<file path="src/rtl/cssc_map.svh">
// Purpose: constants of the core storage sequence control
// Assumes: 50 MHz pclk, one timing step per pclk
// Notes: offsets are byte addresses on APB
`ifndef CSSC_MAP_SVH
`define CSSC_MAP_SVH
`define CSSC_WORD_W        48
`define CSSC_ADDR_W        15
`define CSSC_RING_LEN      8
`define CSSC_LAST_STEP     6'd32
`define CSSC_READ_SET      6'd1
`define CSSC_READ_CLR      6'd10
`define CSSC_INH_SET       6'd13
`define CSSC_WRITE_SET     6'd15
`define CSSC_DRIVE_CLR     6'd24
`define CSSC_HOLD_CLR      6'd7
`define CSSC_HOLD_LOAD     6'd8
`define CSSC_DUMMY_SET     6'd11
`define CSSC_DUMMY_CLR     6'd42
`define CSSC_STEP_NS       200
`define CSSC_CLK_NS        20
`define CSSC_SAMPLE_NS     1600
`define CSSC_OFF_CTRL      12'h000
`define CSSC_OFF_STATUS    12'h004
`define CSSC_OFF_ADDR      12'h008
`define CSSC_OFF_HOLD_LO   12'h00C
`define CSSC_OFF_HOLD_HI   12'h010
`define CSSC_OFF_SRC       12'h014
`define CSSC_CTRL_START    0
`define CSSC_CTRL_WRITE    1
`define CSSC_CTRL_TOCTL    2
`endif

</file>
<file path="src/rtl/cssc_pkg.sv">
// Purpose: types of the core storage sequence control
// Assumes: cssc_map.svh holds the numbers
// Notes: none
package cssc_pkg;
	typedef enum logic [2:0] {
		CSSC_SRC_NEXT_INSTR,
		CSSC_SRC_OPERAND,
		CSSC_SRC_PROG_ADDR,
		CSSC_SRC_IO_CTRL,
		CSSC_SRC_AUX
	} cssc_src_t;
	typedef enum {CSSC_IDLE, CSSC_RUN} cssc_state_t;
	typedef struct packed {
		logic read_drive;
		logic write_drive;
		logic inhibit_drive;
		logic dummy_drive;
		logic hold_clear;
		logic hold_load;
		logic sense_to_exchange_pulse;
		logic sense_to_control_pulse;
	} cssc_drive_t;
endpackage : cssc_pkg

</file>
<file path="src/rtl/cssc_seq.sv">
// Purpose: storage reference start, timing ring, drives and bit plane control
// Assumes: one timing step per pclk; synchronous pins
// Notes: fault detector and resume pulses are not modelled
// Overview of operation
// - Sense amp bit enters sense rank only under the active quadrant read gate.
// - Hold clear empties hold register; hold load sets stages with sense ones.
// - Read references also pulse sense-to-exchange or sense-to-control transfer.
// - Hold load and transfers come about 1.2 us (six steps) after read drive begins.
// - Inhibit passes per bit only where the hold stage holds zero.
// - Only the selected quadrant inhibit generator is enabled.
// - Dummy load stays on except for zero hold bits in the dummy window.
// - Read drive first, then inhibit drive, then write drive.
// - Start loads the address register of the chosen unit, starts its sequence.
// - Requesting sequence chooses address source among three places.
// - Exactly one of five source flops is set per request.
// - Odd and even sequence controls are identical fixed series.
// - Timing pulses appear only in the window after start, then stop.
// - One pulse circulates through an eight-stage ring, one step apart.
// - Ring splits into two groups of four positions.
// - Rank one copies to rank two first half; rank two plus one loads rank one.
// - Four counts over four ring cycles give 32 steps after initial pulse.
// - Rank one stable in first half, rank two in second half.
// - Ranks decode one-hot and combine with ring groups into numbered pulses.
// - Read drive sets at pulse 1, clears at pulse 10.
// - Write drive sets at pulse 15, clears at pulse 24.
// - Inhibit drive sets at pulse 13, clears at pulse 24.
// - Hold clear pulse comes from timing pulse 7.
`timescale 1ns/1ns
`include "cssc_map.svh"
module cssc_seq
	import cssc_pkg::*;
(
	// APB
	input  wire logic                     pclk,
	input  wire logic                     presetn,
	input  wire logic                     psel,
	input  wire logic                     penable,
	input  wire logic                     pwrite,
	input  wire logic [11:0]              paddr,
	input  wire logic [31:0]              pwdata,
	output logic      [31:0]              prdata,
	output logic                          pready,
	output logic                          pslverr,
	// Address sources
	input  wire logic [`CSSC_ADDR_W-1:0]  prog_ctrl_addr,
	input  wire logic [`CSSC_ADDR_W-1:0]  prog_addr,
	input  wire logic [`CSSC_ADDR_W-1:0]  io_ctrl_addr,
	// Bit plane
	input  wire logic [`CSSC_WORD_W-1:0]  sense_amp,
	input  wire logic [`CSSC_WORD_W-1:0]  exchange_word,
	input  wire logic [3:0]               quadrant_sel,
	output logic      [`CSSC_WORD_W-1:0]  hold_q,
	output logic      [`CSSC_WORD_W-1:0]  inhibit_bit,
	output logic      [3:0]               inhibit_gen_en,
	output logic      [`CSSC_WORD_W-1:0]  dummy_load_en,
	output logic      [`CSSC_ADDR_W-1:0]  even_addr_q,
	output logic      [`CSSC_ADDR_W-1:0]  odd_addr_q,
	output logic                          odd_sel_q,
	output cssc_drive_t                   drive
);
	localparam int SAMPLE_CYC = `CSSC_SAMPLE_NS / `CSSC_CLK_NS / (`CSSC_STEP_NS / `CSSC_CLK_NS);

	function automatic logic [3:0] dec2(input logic [1:0] v);
		dec2 = 4'h1 << v;
	endfunction : dec2

	cssc_state_t                state_q;
	logic [`CSSC_RING_LEN-1:0]  ring_q;
	logic [1:0]                 rank_one_q;
	logic [1:0]                 counter_rank_two_q;
	logic [5:0]                 step;
	logic                       step_vld;
	logic [5:0]                 tail_q;
	logic                       start_p;
	logic                       is_write_q;
	logic                       to_ctrl_q;
	logic [2:0]                 src_code_q;
	logic [4:0]                 src_ff_q;
	logic [`CSSC_ADDR_W-1:0]    ref_addr;
	logic [`CSSC_WORD_W-1:0]    sense_rank;
	logic                       apb_wr;
	logic                       busy;
	logic                       dummy_q;
	logic                       rd_q, wr_q, inh_q;

	assign apb_wr  = psel && penable && pwrite;
	assign pready  = 1'b1;
	assign busy    = (state_q == CSSC_RUN) || dummy_q;
	assign start_p = apb_wr && paddr == `CSSC_OFF_CTRL && pwdata[`CSSC_CTRL_START] && !busy;

	always_comb begin
		pslverr = 1'b0;
		prdata  = 32'h0000_0000;
		case (paddr)
			`CSSC_OFF_CTRL:    prdata = {29'h0, to_ctrl_q, is_write_q, 1'b0};
			`CSSC_OFF_STATUS:  prdata = {16'h0, 4'h0, step, rank_one_q, counter_rank_two_q, 1'b0, busy};
			`CSSC_OFF_ADDR:    prdata = {16'h0, odd_sel_q, odd_sel_q ? odd_addr_q : even_addr_q};
			`CSSC_OFF_HOLD_LO: prdata = hold_q[31:0];
			`CSSC_OFF_HOLD_HI: prdata = {16'h0, hold_q[47:32]};
			`CSSC_OFF_SRC:     prdata = {24'h0, src_ff_q, src_code_q};
			default:           pslverr = psel && penable;
		endcase
	end


	// Source code from software: 0 next instr, 1 operand, 2 prog addr, 3 io, 4 aux
	always_ff @(posedge pclk or negedge presetn) begin
		if (!presetn)
			src_code_q <= 3'h0;
		else if (apb_wr && paddr == `CSSC_OFF_SRC)
			src_code_q <= pwdata[2:0];
	end

	// Direction and target latched only on an accepted start
	// A start refused while busy leaves the running reference untouched
	always_ff @(posedge pclk or negedge presetn) begin
		if (!presetn) begin
			is_write_q <= 1'b0;
			to_ctrl_q  <= 1'b0;
		end else if (start_p) begin
			is_write_q <= pwdata[`CSSC_CTRL_WRITE];
			to_ctrl_q  <= pwdata[`CSSC_CTRL_TOCTL];
		end
	end


	// One-hot source flop chosen per request
	always_ff @(posedge pclk or negedge presetn) begin
		if (!presetn)
			src_ff_q <= 5'h00;
		else if (start_p)
			src_ff_q <= (src_code_q > 3'd4) ? 5'h01 : 5'(5'h01 << src_code_q);
	end

	// Next instruction and prog addr from P, operand from U, io and aux flops from io control
	always_comb begin
		case (src_code_q)
			3'd1:    ref_addr = prog_ctrl_addr;
			3'd3:    ref_addr = io_ctrl_addr;
			3'd4:    ref_addr = io_ctrl_addr;
			default: ref_addr = prog_addr;
		endcase
	end


	// Address bit 0 picks the odd or even unit
	always_ff @(posedge pclk or negedge presetn) begin
		if (!presetn)
			odd_sel_q <= 1'b0;
		else if (start_p)
			odd_sel_q <= ref_addr[0];
	end

	// Each unit keeps its own address register
	always_ff @(posedge pclk or negedge presetn) begin
		if (!presetn)
			even_addr_q <= '0;
		else if (start_p && !ref_addr[0])
			even_addr_q <= ref_addr;
	end

	always_ff @(posedge pclk or negedge presetn) begin
		if (!presetn)
			odd_addr_q <= '0;
		else if (start_p && ref_addr[0])
			odd_addr_q <= ref_addr;
	end


	// Both units share this one sequencer: identical series
	always_ff @(posedge pclk or negedge presetn) begin
		if (!presetn) begin
			state_q <= CSSC_IDLE;
		end else begin
			case (state_q)
				CSSC_IDLE: if (start_p) state_q <= CSSC_RUN;
				CSSC_RUN:  if (step_vld && step == `CSSC_LAST_STEP) state_q <= CSSC_IDLE;
				default:   state_q <= CSSC_IDLE;
			endcase
		end
	end

	// Ring position 0 marks pulse 0; one step per pclk
	always_ff @(posedge pclk or negedge presetn) begin
		if (!presetn)
			ring_q <= '0;
		else if (start_p)
			ring_q <= 8'h01;
		else if (state_q == CSSC_RUN && !(step_vld && step == `CSSC_LAST_STEP))
			ring_q <= {ring_q[6:0], ring_q[7]};
		else
			ring_q <= '0;
	end


	// Rank two takes rank one at ring position 1
	// Rank one is still stable there, so the copy never sees a half-changed count
	always_ff @(posedge pclk or negedge presetn) begin
		if (!presetn)
			counter_rank_two_q <= 2'b00;
		else if (start_p)
			counter_rank_two_q <= 2'b00;
		else if (state_q == CSSC_RUN && ring_q[1])
			counter_rank_two_q <= rank_one_q;
	end

	// Rank one takes rank two plus one at ring position 5
	always_ff @(posedge pclk or negedge presetn) begin
		if (!presetn)
			rank_one_q <= 2'b00;
		else if (start_p)
			rank_one_q <= 2'b00;
		else if (state_q == CSSC_RUN && ring_q[5])
			rank_one_q <= 2'(counter_rank_two_q + 2'b01);
	end

	// Ring one-hot to position index; position 0 also when the ring is empty
	function automatic logic [2:0] ring_pos(input logic [`CSSC_RING_LEN-1:0] r);
		ring_pos = 3'd0;
		for (int k = 1; k < `CSSC_RING_LEN; k++) begin
			if (r[k])
				ring_pos = 3'(k);
		end
	endfunction : ring_pos

	// Positions 1..4 read rank one, 5..7 and the closing position 0 read rank two
	always_comb begin
		logic [3:0] d1;
		logic [3:0] d2;
		logic [2:0] pos;
		d1       = dec2(rank_one_q);
		d2       = dec2(counter_rank_two_q);
		pos      = ring_pos(ring_q);
		step_vld = state_q == CSSC_RUN && ring_q != '0;
		step     = 6'd0;
		for (int g = 0; g < 4; g++) begin
			case (pos)
				3'd1, 3'd2, 3'd3, 3'd4: begin
					if (d1[g])
						step = 6'(g * 8 + int'(pos));
				end
				3'd5, 3'd6, 3'd7: begin
					if (d2[g])
						step = 6'(g * 8 + int'(pos));
				end
				default: begin
					if (d2[g])
						step = 6'(g * 8 + 8);
				end
			endcase
		end
		// Equal ranks at position 0 happen only at the initial pulse
		if (pos == 3'd0 && rank_one_q == counter_rank_two_q)
			step = 6'd0;
	end


	// Delay chain after pulse 32 makes pulse 42 for dummy drive
	always_ff @(posedge pclk or negedge presetn) begin
		if (!presetn)
			tail_q <= 6'd0;
		else if (step_vld && step == `CSSC_LAST_STEP)
			tail_q <= 6'd33;
		else if (tail_q != 6'd0 && tail_q != `CSSC_DUMMY_CLR)
			tail_q <= 6'(tail_q + 6'd1);
		else
			tail_q <= 6'd0;
	end


	// True in the cycle of the numbered timing pulse n
	function automatic logic at_step(input logic vld, input logic [5:0] s, input logic [5:0] n);
		at_step = vld && s == n;
	endfunction : at_step

	// Read drive: clears the selected cores first
	always_ff @(posedge pclk or negedge presetn) begin
		if (!presetn)
			rd_q <= 1'b0;
		else if (at_step(step_vld, step, `CSSC_READ_SET))
			rd_q <= 1'b1;
		else if (at_step(step_vld, step, `CSSC_READ_CLR))
			rd_q <= 1'b0;
	end

	// Inhibit drive leads write drive so zero bits are covered from its start
	always_ff @(posedge pclk or negedge presetn) begin
		if (!presetn)
			inh_q <= 1'b0;
		else if (at_step(step_vld, step, `CSSC_INH_SET))
			inh_q <= 1'b1;
		else if (at_step(step_vld, step, `CSSC_DRIVE_CLR))
			inh_q <= 1'b0;
	end

	// Write drive sets uninhibited cores to one
	always_ff @(posedge pclk or negedge presetn) begin
		if (!presetn)
			wr_q <= 1'b0;
		else if (at_step(step_vld, step, `CSSC_WRITE_SET))
			wr_q <= 1'b1;
		else if (at_step(step_vld, step, `CSSC_DRIVE_CLR))
			wr_q <= 1'b0;
	end

	// Dummy window outlives the ring; its end timing is not critical
	always_ff @(posedge pclk or negedge presetn) begin
		if (!presetn)
			dummy_q <= 1'b0;
		else if (at_step(step_vld, step, `CSSC_DUMMY_SET))
			dummy_q <= 1'b1;
		else if (tail_q == `CSSC_DUMMY_CLR)
			dummy_q <= 1'b0;
	end


	// Sample point: read set step plus 1.6 us in ring steps, less one step
	logic hold_load_p;
	logic hold_clear_p;
	assign hold_clear_p = step_vld && step == `CSSC_HOLD_CLR;
	assign hold_load_p  = step_vld && step == 6'(`CSSC_READ_SET + SAMPLE_CYC - 1);

	always_comb begin
		drive                         = '0;
		drive.read_drive              = rd_q;
		drive.write_drive             = wr_q;
		drive.inhibit_drive           = inh_q;
		drive.dummy_drive             = dummy_q;
		drive.hold_clear              = hold_clear_p;
		drive.hold_load               = hold_load_p;
		drive.sense_to_exchange_pulse = hold_load_p && !is_write_q && !to_ctrl_q;
		drive.sense_to_control_pulse  = hold_load_p && !is_write_q && to_ctrl_q;
	end

	// Read gate opens on any selected quadrant; on writes the exchange word feeds the rank
	always_comb begin
		if (is_write_q)
			sense_rank = exchange_word;
		else if (rd_q && quadrant_sel != 4'h0)
			sense_rank = sense_amp;
		else
			sense_rank = '0;
	end

	always_ff @(posedge pclk or negedge presetn) begin
		if (!presetn)
			hold_q <= '0;
		else if (hold_clear_p)
			hold_q <= '0;
		else if (hold_load_p)
			hold_q <= hold_q | sense_rank;
	end


	// Lowest set bit: a stray second quadrant bit can never enable two generators
	function automatic logic [3:0] lowest_one(input logic [3:0] v);
		lowest_one = v & 4'(~v + 4'h1);
	endfunction : lowest_one

	// Zero bits of hold pass inhibit; one quadrant generator only
	always_comb begin
		inhibit_bit    = '0;
		inhibit_gen_en = 4'h0;
		if (inh_q) begin
			inhibit_bit    = ~hold_q;
			inhibit_gen_en = lowest_one(quadrant_sel);
		end
	end

	// Dummy load stays on except for zero hold bits in the dummy window
	always_comb begin
		dummy_load_en = '1;
		if (dummy_q && busy)
			dummy_load_en = hold_q;
	end

endmodule : cssc_seq

</file>
<file path="config.mk">
export PLATFORM = sky130hd
export DESIGN_NAME = cssc_seq
export DESIGN_NICKNAME = d
export VERILOG_FILES = /design/src/rtl/cssc_pkg.sv /design/src/rtl/cssc_seq.sv
export VERILOG_INCLUDE_DIRS = /design/src /design/src/rtl
export SDC_FILE = /design/constraint.sdc
export NUM_CORES = 1
export LEC_CHECK = 0
export BUFFER_PORTS_ARGS = -buffer_cell sky130_fd_sc_hd__buf_2
export CAP_MARGIN = 0
export CELL_PAD_IN_SITES_DETAIL_PLACEMENT = 1
export CELL_PAD_IN_SITES_GLOBAL_PLACEMENT = 1
export CORE_AREA = 2 2 159 161
export DETAILED_ROUTE_END_ITERATION = 10
export DIE_AREA = 0 0 161 163
export GPL_TIMING_DRIVEN = 0
export PLACE_DENSITY_LB_ADDON = 0.1
export SYNTH_ARGS = -nofsm -noshare
export SYNTH_HDL_FRONTEND = slang
export SYNTH_SLANG_ARGS = --single-unit
</file>
<file path="constraint.sdc">
create_clock -name pclk -period 3 [get_ports pclk]
set_input_delay 0 -clock pclk [delete_from_list [all_inputs] [get_ports pclk]]
set_output_delay 0 -clock pclk [all_outputs]
set_load 0.02 [all_outputs]
</file>
; ---- Word-level counts from Yosys, hierarchy flattened
; Index checks and enable logic that the tools add are counted.
[word_totals]
reg_bits = 143
elab_cells = 168
[classes]
add_sub_neg = 6
n_shift = 3
n_bitwise = 4
n_reduce_logical = 52
mux = 54
magnitude_cmp = 1
n_eq_ne = 31
[ops]
columns = op, count
row1 = $mux W48, 6
row2 = $pmux W32 S6, 1
row3 = $mux W6, 12
row4 = $mux W32, 2
row5 = $pmux W32 S2, 1
row6 = $not A48 Y48, 1
row7 = $or A48 B48 Y48, 1
row8 = $pmux W6 S2, 4
row9 = $eq A32 B1 Y1 const B, 1
row10 = $eq A32 B2 Y1 const B, 1
row11 = $logic_not A32 Y1, 1
row12 = $eq A6 B4 Y1 const B, 5
row13 = $pmux W15 S2, 1
row14 = $logic_and A1 B1 Y1, 28
row15 = $eq A12 B4 Y1 const B, 2
row16 = $eq A12 B5 Y1 const B, 2
row17 = $mux W3, 8
row18 = $mux W8, 2
row19 = $eq A3 B3 Y1 const B, 5
row20 = $mux W15, 1
row21 = $reduce_bool A2 Y1, 7
row22 = $add A5 B3 Y6 const A, 2
row23 = $eq A12 B3 Y1 const B, 1
row24 = $eq A6 B6 Y1 const B, 2
row25 = 33 further kinds, 54

; ---- Longest topological paths before layout
; Gate-level depths: netlist (run 1).
[depth]
depth_word = 23
mapped_depth = 10
mapped_depth_nobuf = 8

; ---- Worst setup path after synthesis (run 1)
; No wires, ideal clock.
[synth_path]
path_kind = flip-flop to output port
from = register counter_rank_two_q[0]
to = output port drive[0] (netlist bit)
slack_ns = 0.383
n_path_buf = 0
t_required_ns = 3.000
t_arrival_ns = 2.617
stages_incl_launch_ff = 8
path_cell_list = dfrtp_1 -> inv_1 -> ha_1 -> nor4_1 -> a21oi_1 -> nor4_2 -> nand3_1 -> nor4b_1
[synth_rtl]
columns = item, line
row1 = "start, declared", cssc_seq.sv:70  ; logic [1:0] counter_rank_two_q;
row2 = "start signal, assigned", cssc_seq.sv:204  ; counter_rank_two_q <= rank_one_q;
row3 = "end, declared", cssc_seq.sv:59  ; output cssc_drive_t drive

; ---- Worst setup path after layout (run 1)
[layout_path]
from = register ring_q[4]
to = output port drive[3] (netlist bit)
[layout_via]
elab_chain_cells = 16
elab_cells_between_ends = 38
classes_between = add/sub (3) / eq/ne (8) / mux (20) / reduce/logical (7)
[layout_rtl]
columns = item, line
row1 = "start, declared", cssc_seq.sv:68  ; logic [`CSSC_RING_LEN-1:0] ring_q;
row2 = "start signal, assigned", cssc_seq.sv:190  ; ring_q <= {ring_q[6:0], ring_q[7]};
row3 = $mux W3 (4 in a row), cssc_seq.sv:221  ; if (r[k])
row4 = $eq A3 B1 Y1 (tied with other cells), cssc_seq.sv:237  ; case (pos)
row5 = $reduce_or A4 Y1 or $reduce_or A3 Y1 (tied branches), --
row6 = $pmux W6 S2, cssc_seq.sv:237
row7 = $mux W6 (on tied branches), "cssc_seq.sv:247, cssc_seq.sv:239, cssc_seq.sv:243"
row8 = $pmux W6 S2, cssc_seq.sv:237
row9 = $mux W6 (on tied branches), "cssc_seq.sv:247, cssc_seq.sv:239, cssc_seq.sv:243"
row10 = $pmux W6 S2, cssc_seq.sv:237
row11 = $mux W6 (on tied branches), "cssc_seq.sv:247, cssc_seq.sv:239, cssc_seq.sv:243"
row12 = $pmux W6 S2, cssc_seq.sv:237
row13 = $mux W6, cssc_seq.sv:253  ; if (pos == 3'd0 && rank_one_q == counter_rank_two_q)
row14 = $eq A6 B3 Y1 (no line), --
row15 = $logic_and A1 B1 Y1 (no line) (*), --
; Mark *: on every way between the ends. The rest lies on a longest branch, timed or not.

==> results of run 1 <==
registers in the layout, indices dropped and copies added (netlist names), 2 cells and up:
signal,cells
hold_q,48
rank_one_q,2
counter_rank_two_q,2
src_ff_q,5
tail_q,6
odd_addr_q,15
even_addr_q,15
ring_q,8
src_code_q,3
path summary, 6_finish.rpt:
kind,end,startpoint,cells past startpoint
max in group asynchronous,hold_q[46]$_DFFE_PN0P_,presetn,3
min in group asynchronous,src_code_q[2]$_DFFE_PN0P_,presetn,2
min,even_addr_q[8]$_DFFE_PN0P_,prog_addr[8],3
max reg2reg,hold_q[46]$_DFFE_PN0P_,ring_q[4]$_DFF_PN0_,8
max,drive[3],ring_q[4]$_DFF_PN0_,10
min reg2reg,ring_q[1]$_DFF_PN0_,ring_q[0]$_DFF_PN0_,1
what timing repair did:
action / CTS / global route
resized for setup: 14 / 15
endpoints found under the setup margin: 65 / 76
pin swaps: 3 / 2
buffers inserted: 2 / 2
hold buffers: 17 / 0
endpoints found under the hold margin: 76 / 0
cell usage after synthesis (12+ instances only):
library cell	count	area [sq um]
nand2b_1	49	307
nor2_1	64	240
mux2i_1	16	160
dfrtp_1	112	2800
o21a_1	49	368
buf_2	12	60.1
clkbuf_1	46	173
nand2_1	28	105
inv_1	18	67.6
and2_1	19	119
nor4_1	52	325
o21ai_0	15	75.1
nor2b_1	50	313
a22oi_1	53	398
a22o_1	14	123
a21oi_1	64	320
power by group through the flow:
stage / Clock (mW) / Combinational (mW) / Sequential [mW]
after floorplan: 0 / 0.0248 / 1.54
after global placement: 0 / 0.179 / 1.54
after detailed placement: 0 / 0.188 / 1.54
after CTS: 1.22 / 0.206 / 1.51
after global routing: 1.28 / 0.227 / 1.51
final: 1.19 / 0.205 / 1.51
worst max-delay path: stages (launching register included):
cell	delay, ps
dfrtp_2	490
or4_4	610
a211oi_2	190
o22ai_2	180
o21a_2	280
nand4_1	140
buf_4	210
buf_4	200
inv_1	50
buf_4	120
buf_2	150
per-layer routing:
layer,share of wire [%],vias to the layer above,GRT usage (%)
li1,-,3736,-
met1,41,3936,31.6
met2,51,285,47.1
met3,6.0,33,5.30
met4,1.7,2,6.78
met5,0.031,-,0
final cells by class:
class	count	area (sq um)	share of cell area [%]
Tap cell	330	413	4.11
Timing Repair Buffer	405	2150	21.4
Clock inverter	3	25.0	0.249
Inverter	18	67.6	0.673
Sequential cell	112	2810	28.0
Antenna cell	4	10.0	0.0997
Multi-Input combinational cell	595	3970	39.5
Clock buffer	13	250	2.49
Buffer	73	355	3.54
logic make-up (layout without fill, tap and decap cells):
kind of cell | Yosys count | after routing | synth area share [%]
AO/OA/AOI/OAI | 237 | 237 | 23.3
XOR/XNOR | 7 | 7 | 0.864
adder cells (fa/ha/maj) | 9 | 9 | 1.59
buffers and inverters | 91 | 512 | 5.82
flip-flops | 112 | 112 | 39.5
multiplexers | 22 | 22 | 3.21
other | 1 | 5 | 0.0529
AND/OR/NAND/NOR | 319 | 319 | 25.6
==> run_results.csv, run 1 <==
group,metric,value,unit
sta,grt_setup_unrepaired,"yes",
worst_setup_path,critPathMaxFanout,10,
power_and_ir_drop,p_per_area,289,mW/mm^2
logic_synthesis,syn_nets,1001,
run,drv_cap,0,
logic_synthesis,async_reset_ff_share,100,%
layout,syn_to_final_growth,41.6,%
power_and_ir_drop,swShare,24.0,%
cts,clock_latency,360,ps
die,die_h,163,um
power_and_ir_drop,seqPwrFrac,51.9,%
sta,fmax,0.334,GHz
cts,clockBufferDepth,2,
die,rows,58,
cts,htree_levels,3,
logic_synthesis,ys_warn_count,0,
placed_design,portBuffers,383,
run_status,status,"complete, no violations",
logic_synthesis,yosysSeqAreaShare,39.5,%
logic_synthesis,synth_edf_count,0,
die,initial_core_util,28.7,%
power_and_ir_drop,vdd_drop_max,0.000186,V
sta,final.period_utilization,99.8,%
global_route,grt_pass1_wl,51.1,mm
cts,cts_buffers,9,
worst_hold_path,hold_class,"input pin to flip-flop",
cts,cts_root_buf,"clkbuf_16",
die,io_pins,415,
placed_design,dp_hpwl,28.0,mm
global_route,grt_pass1_vias,8045,
detailed_routing,drt_iter0_drc,329,
layout,final_common_cell,"buf_2",
global_route,antenna_found_initial,5,
worst_setup_path,crit_type,"flip-flop to primary output",
die,die_w,161,um
layout,nNetsFinal,1417,
sta,setup_violations,0,
power_and_ir_drop,power_switching,0.698,mW
placed_design,dpl-instance-area,0.00946,sq mm
global_route,grt_max_degree,71,
sta,clock_skew,17.5,ps
detailed_routing,routed_wl,35.3,mm
logic_synthesis,ys_ff_latch,112,
detailed_routing,num_vias,7992,
worst_setup_path,required,3000,ps
die,core,0.0247,sq mm
cts,clkSinkCount,112,
worst_setup_path,crit_arrival,2990,ps
power_and_ir_drop,clock_power_share,41.0,%
sta,whs,14.4,ps
layout,fin_cells,1553,
sta,drv_slew,0,
detailed_routing,drtAntennaViolNets,0,
layout,finalInstanceArea,0.0100,sq mm
layout,fin_util,40.7,%
logic_synthesis,netlist_area,0.00709,sq mm
logic_synthesis,synth_ff_type,"dfrtp_1",
power_and_ir_drop,power,2.90,mW
cts,cts_tree,"done",
sta,max_slew_margin,29.4,%
placed_design,gp_congestion,0.876,
power_and_ir_drop,cellLeakagePower,4.92,nW
sta,final_hold_viol_count,0,
layout,final.fill_count,3083,
sta,timing.final.ws_setup,6.81,ps
worst_setup_path,r2r_slack,150,ps
logic_synthesis,synth_area_per_cell,8.89,sq um
logic_synthesis,ys_types,66,
power_and_ir_drop,p_comb_share,7.0,%
sta,worst_pin_slew,1060,ps
global_route,overflow,0,
detailed_routing,via_per_inst,5.15,
placed_design,place_inst,1512,
detailed_routing,firstDrtPassIters,4,
worst_setup_path,end_kind,"primary output",
worst_setup_path,cp-start-kind,"flip-flop",
detailed_routing,wl_per_cell,22.7,um
die,die_area,0.0262,sq mm
cts,clkTransAtPathRegs,80,ps
layout,layout_common_cells,"buf_2 (391), dfrtp_1 (108), nor2_1 (63), a21oi_1 (63), a22oi_1 (53)",
sta,fin_crit,2990,ps
layout,drive_gt1_share,38.1,%
sta,fin_tns_setup,0,ps
detailed_routing,drc,0,
power_and_ir_drop,p_int,2.21,mW
global_route,grt_usage,26.1,%
placed_design,dp_slack,-239,ps
logic_synthesis,synthesis.instances,798,
(Power assumes the default switching activity.)
==> run 2, diff against run 1 <==
- GPL_TIMING_DRIVEN: 0 -> unset
==> run_results.csv, run 2 (synthesized netlist as in run 1, its figures left out) <==
group,metric,value,unit
layout,top_regs,"hold_q (48), even_addr_q (15), odd_addr_q (15)",
die,core,0.0247,sq mm
cts,clockBufferDepth,2,
worst_setup_path,end_kind,"primary output",
layout,layout_common_cells,"buf_2 (383), dfrtp_1 (108), nor2_1 (64)",
detailed_routing,drc,0,
worst_setup_path,r2r_cells,10,
placed_design,dp_hpwl,24.9,mm
cts,cts_tree,"done",
worst_setup_path,critPathLaunch,"ring_q[4]$_DFF_PN0_",
detailed_routing,drtAntennaViolNets,0,
sta,final_hold_viol_count,0,
die,die_w,161,um
die,die_area,0.0262,sq mm
cts,cts_buffers,9,
cts,htree_levels,3,
sta,final.period_utilization,95.6,%
cts,clkSinkCount,112,
worst_setup_path,critPathMaxFanout,33,
global_route,grt_usage,23.8,%
worst_setup_path,regToRegStartpoint,"counter_rank_two_q[0]$_DFFE_PN0P_",
power_and_ir_drop,cellLeakagePower,4.89,nW
sta,worst_pin_slew,1060,ps
sta,fmax,0.349,GHz
layout,fin_cells,1507,
sta,fin_crit,2870,ps
global_route,antenna_found_initial,2,
detailed_routing,wl_per_cell,21.4,um
layout,syn_to_final_growth,40.3,%
layout,final_common_cell,"buf_2",
worst_hold_path,hold_depth,4,
detailed_routing,num_vias,7725,
layout,largest_reg_flops,48,
sta,drv_slew,0,
worst_setup_path,cp-start-kind,"flip-flop",
placed_design,place_inst,1471,
layout,nNetsFinal,1374,
die,rows,58,
sta,clock_skew,16.6,ps
layout,final.fill_count,3029,
placed_design,gp_congestion,0.861,
layout,regArea,0.00281,sq mm
detailed_routing,firstDrtPassIters,4,
run_status,status,"complete, no violations",
power_and_ir_drop,vdd_drop_max,0.000212,V
power_and_ir_drop,power,2.96,mW
run,drv_cap,0,
sta,grt_setup_unrepaired,"no",
detailed_routing,drt_iter0_drc,323,
placed_design,portBuffers,384,
detailed_routing,via_per_inst,5.13,
power_and_ir_drop,p_per_area,297,mW/mm^2
global_route,grt_max_degree,55,
worst_hold_path,hold_class,"input pin to flip-flop",
global_route,grt_pass1_wl,47.8,mm
sta,setup_violations,0,
cts,cts_root_buf,"clkbuf_16",
cts,clock_latency,360,ps
die,die_h,163,um
cts,clkTransAtPathRegs,90,ps
worst_setup_path,required,3000,ps
sta,fin_tns_setup,0,ps
global_route,grt_pass1_vias,7653,
worst_hold_path,worstHoldStart,"prog_ctrl_addr[10]",
layout,drive_gt1_share,39.8,%
global_route,overflow,0,
sta,max_slew_margin,29.3,%
layout,largest_register,"hold_q",
detailed_routing,routed_wl,32.3,mm
die,initial_core_util,28.7,%
worst_setup_path,crit_arrival,2870,ps
die,io_pins,415,
layout,multi_input_area,0.00397,sq mm
worst_setup_path,crit_type,"flip-flop to primary output",
-- run 2: cell type report --
class / instances / share of cell area [%]
Inverter: 18 / 0.679
Antenna cell: 1 / 0.0252
Multi-Input combinational cell: 595 / 39.9
Tap cell: 330 / 4.15
Clock buffer: 9 / 2.26
Timing Repair Buffer: 435 / 24.1
Clock inverter: 7 / 0.729
Sequential cell: 112 / 28.2
-- run 2: final timing paths --
check | endpoint | slack (ps)
setup / recovery | drive[3] | 130
hold / removal | even_addr_q[10]$_DFFE_PN0P_ | 40
setup reg to reg | hold_q[25]$_DFFE_PN0P_ | 300
hold reg to reg | odd_addr_q[0]$_DFFE_PN0P_ | 510
max in group asynchronous | is_write_q$_DFFE_PN0P_ | 2000
min in group asynchronous | src_ff_q[0]$_DFFE_PN0P_ | 150
-- run 2: metrics by stage --
stage	utilization, %	cell area (sq um)	hold slack [ps]	setup WS (ps)
6_report	40.3	9950	36.1	132
5_1_grt	40.3	9950	57.0	3.53
4_1_cts	40.1	9900	23.6	32.1
3_5_place_dp	38.1	9400	10.6	7.71
3_3_place_gp	38.1	9400	9.72	148
2_1_floorplan	-	7090	-296	383
-- run 2: report_power, final --
part | internal, mW | total, mW | switching (mW)
logic | 0.103 | 0.201 | 0.0982
clock network | 0.591 | 1.25 | 0.657
registers | 1.51 | 1.51 | 0.000473
total | 2.20 | 2.96 | 0.756
-- run 2: routing by layer --
metal,global-route usage [%],share of wire [%]
met1,30.6,43
met2,42.4,50
met3,4.66,6.6
met4,3.17,0.47
met5,0,0.053
-- run 2: worst max-delay path, cell delays in order (launching register included) --
cell and delay, ps:
dfrtp_1 490, or4_4 630, a211oi_2 200, o22ai_2 190, a21oi_4 340, nand4_1 190
buf_6 230, inv_1 70, buf_2 160
-- run 2: repair_timing --
item / in CTS / in global routing
endpoints found under the hold margin: 66 / 0
pin swaps: 1 / 0
hold buffers: 18 / 0
endpoints found under the setup margin: 3 / 35
resized for setup: 2 / 8
setup buffers: 1 / 0
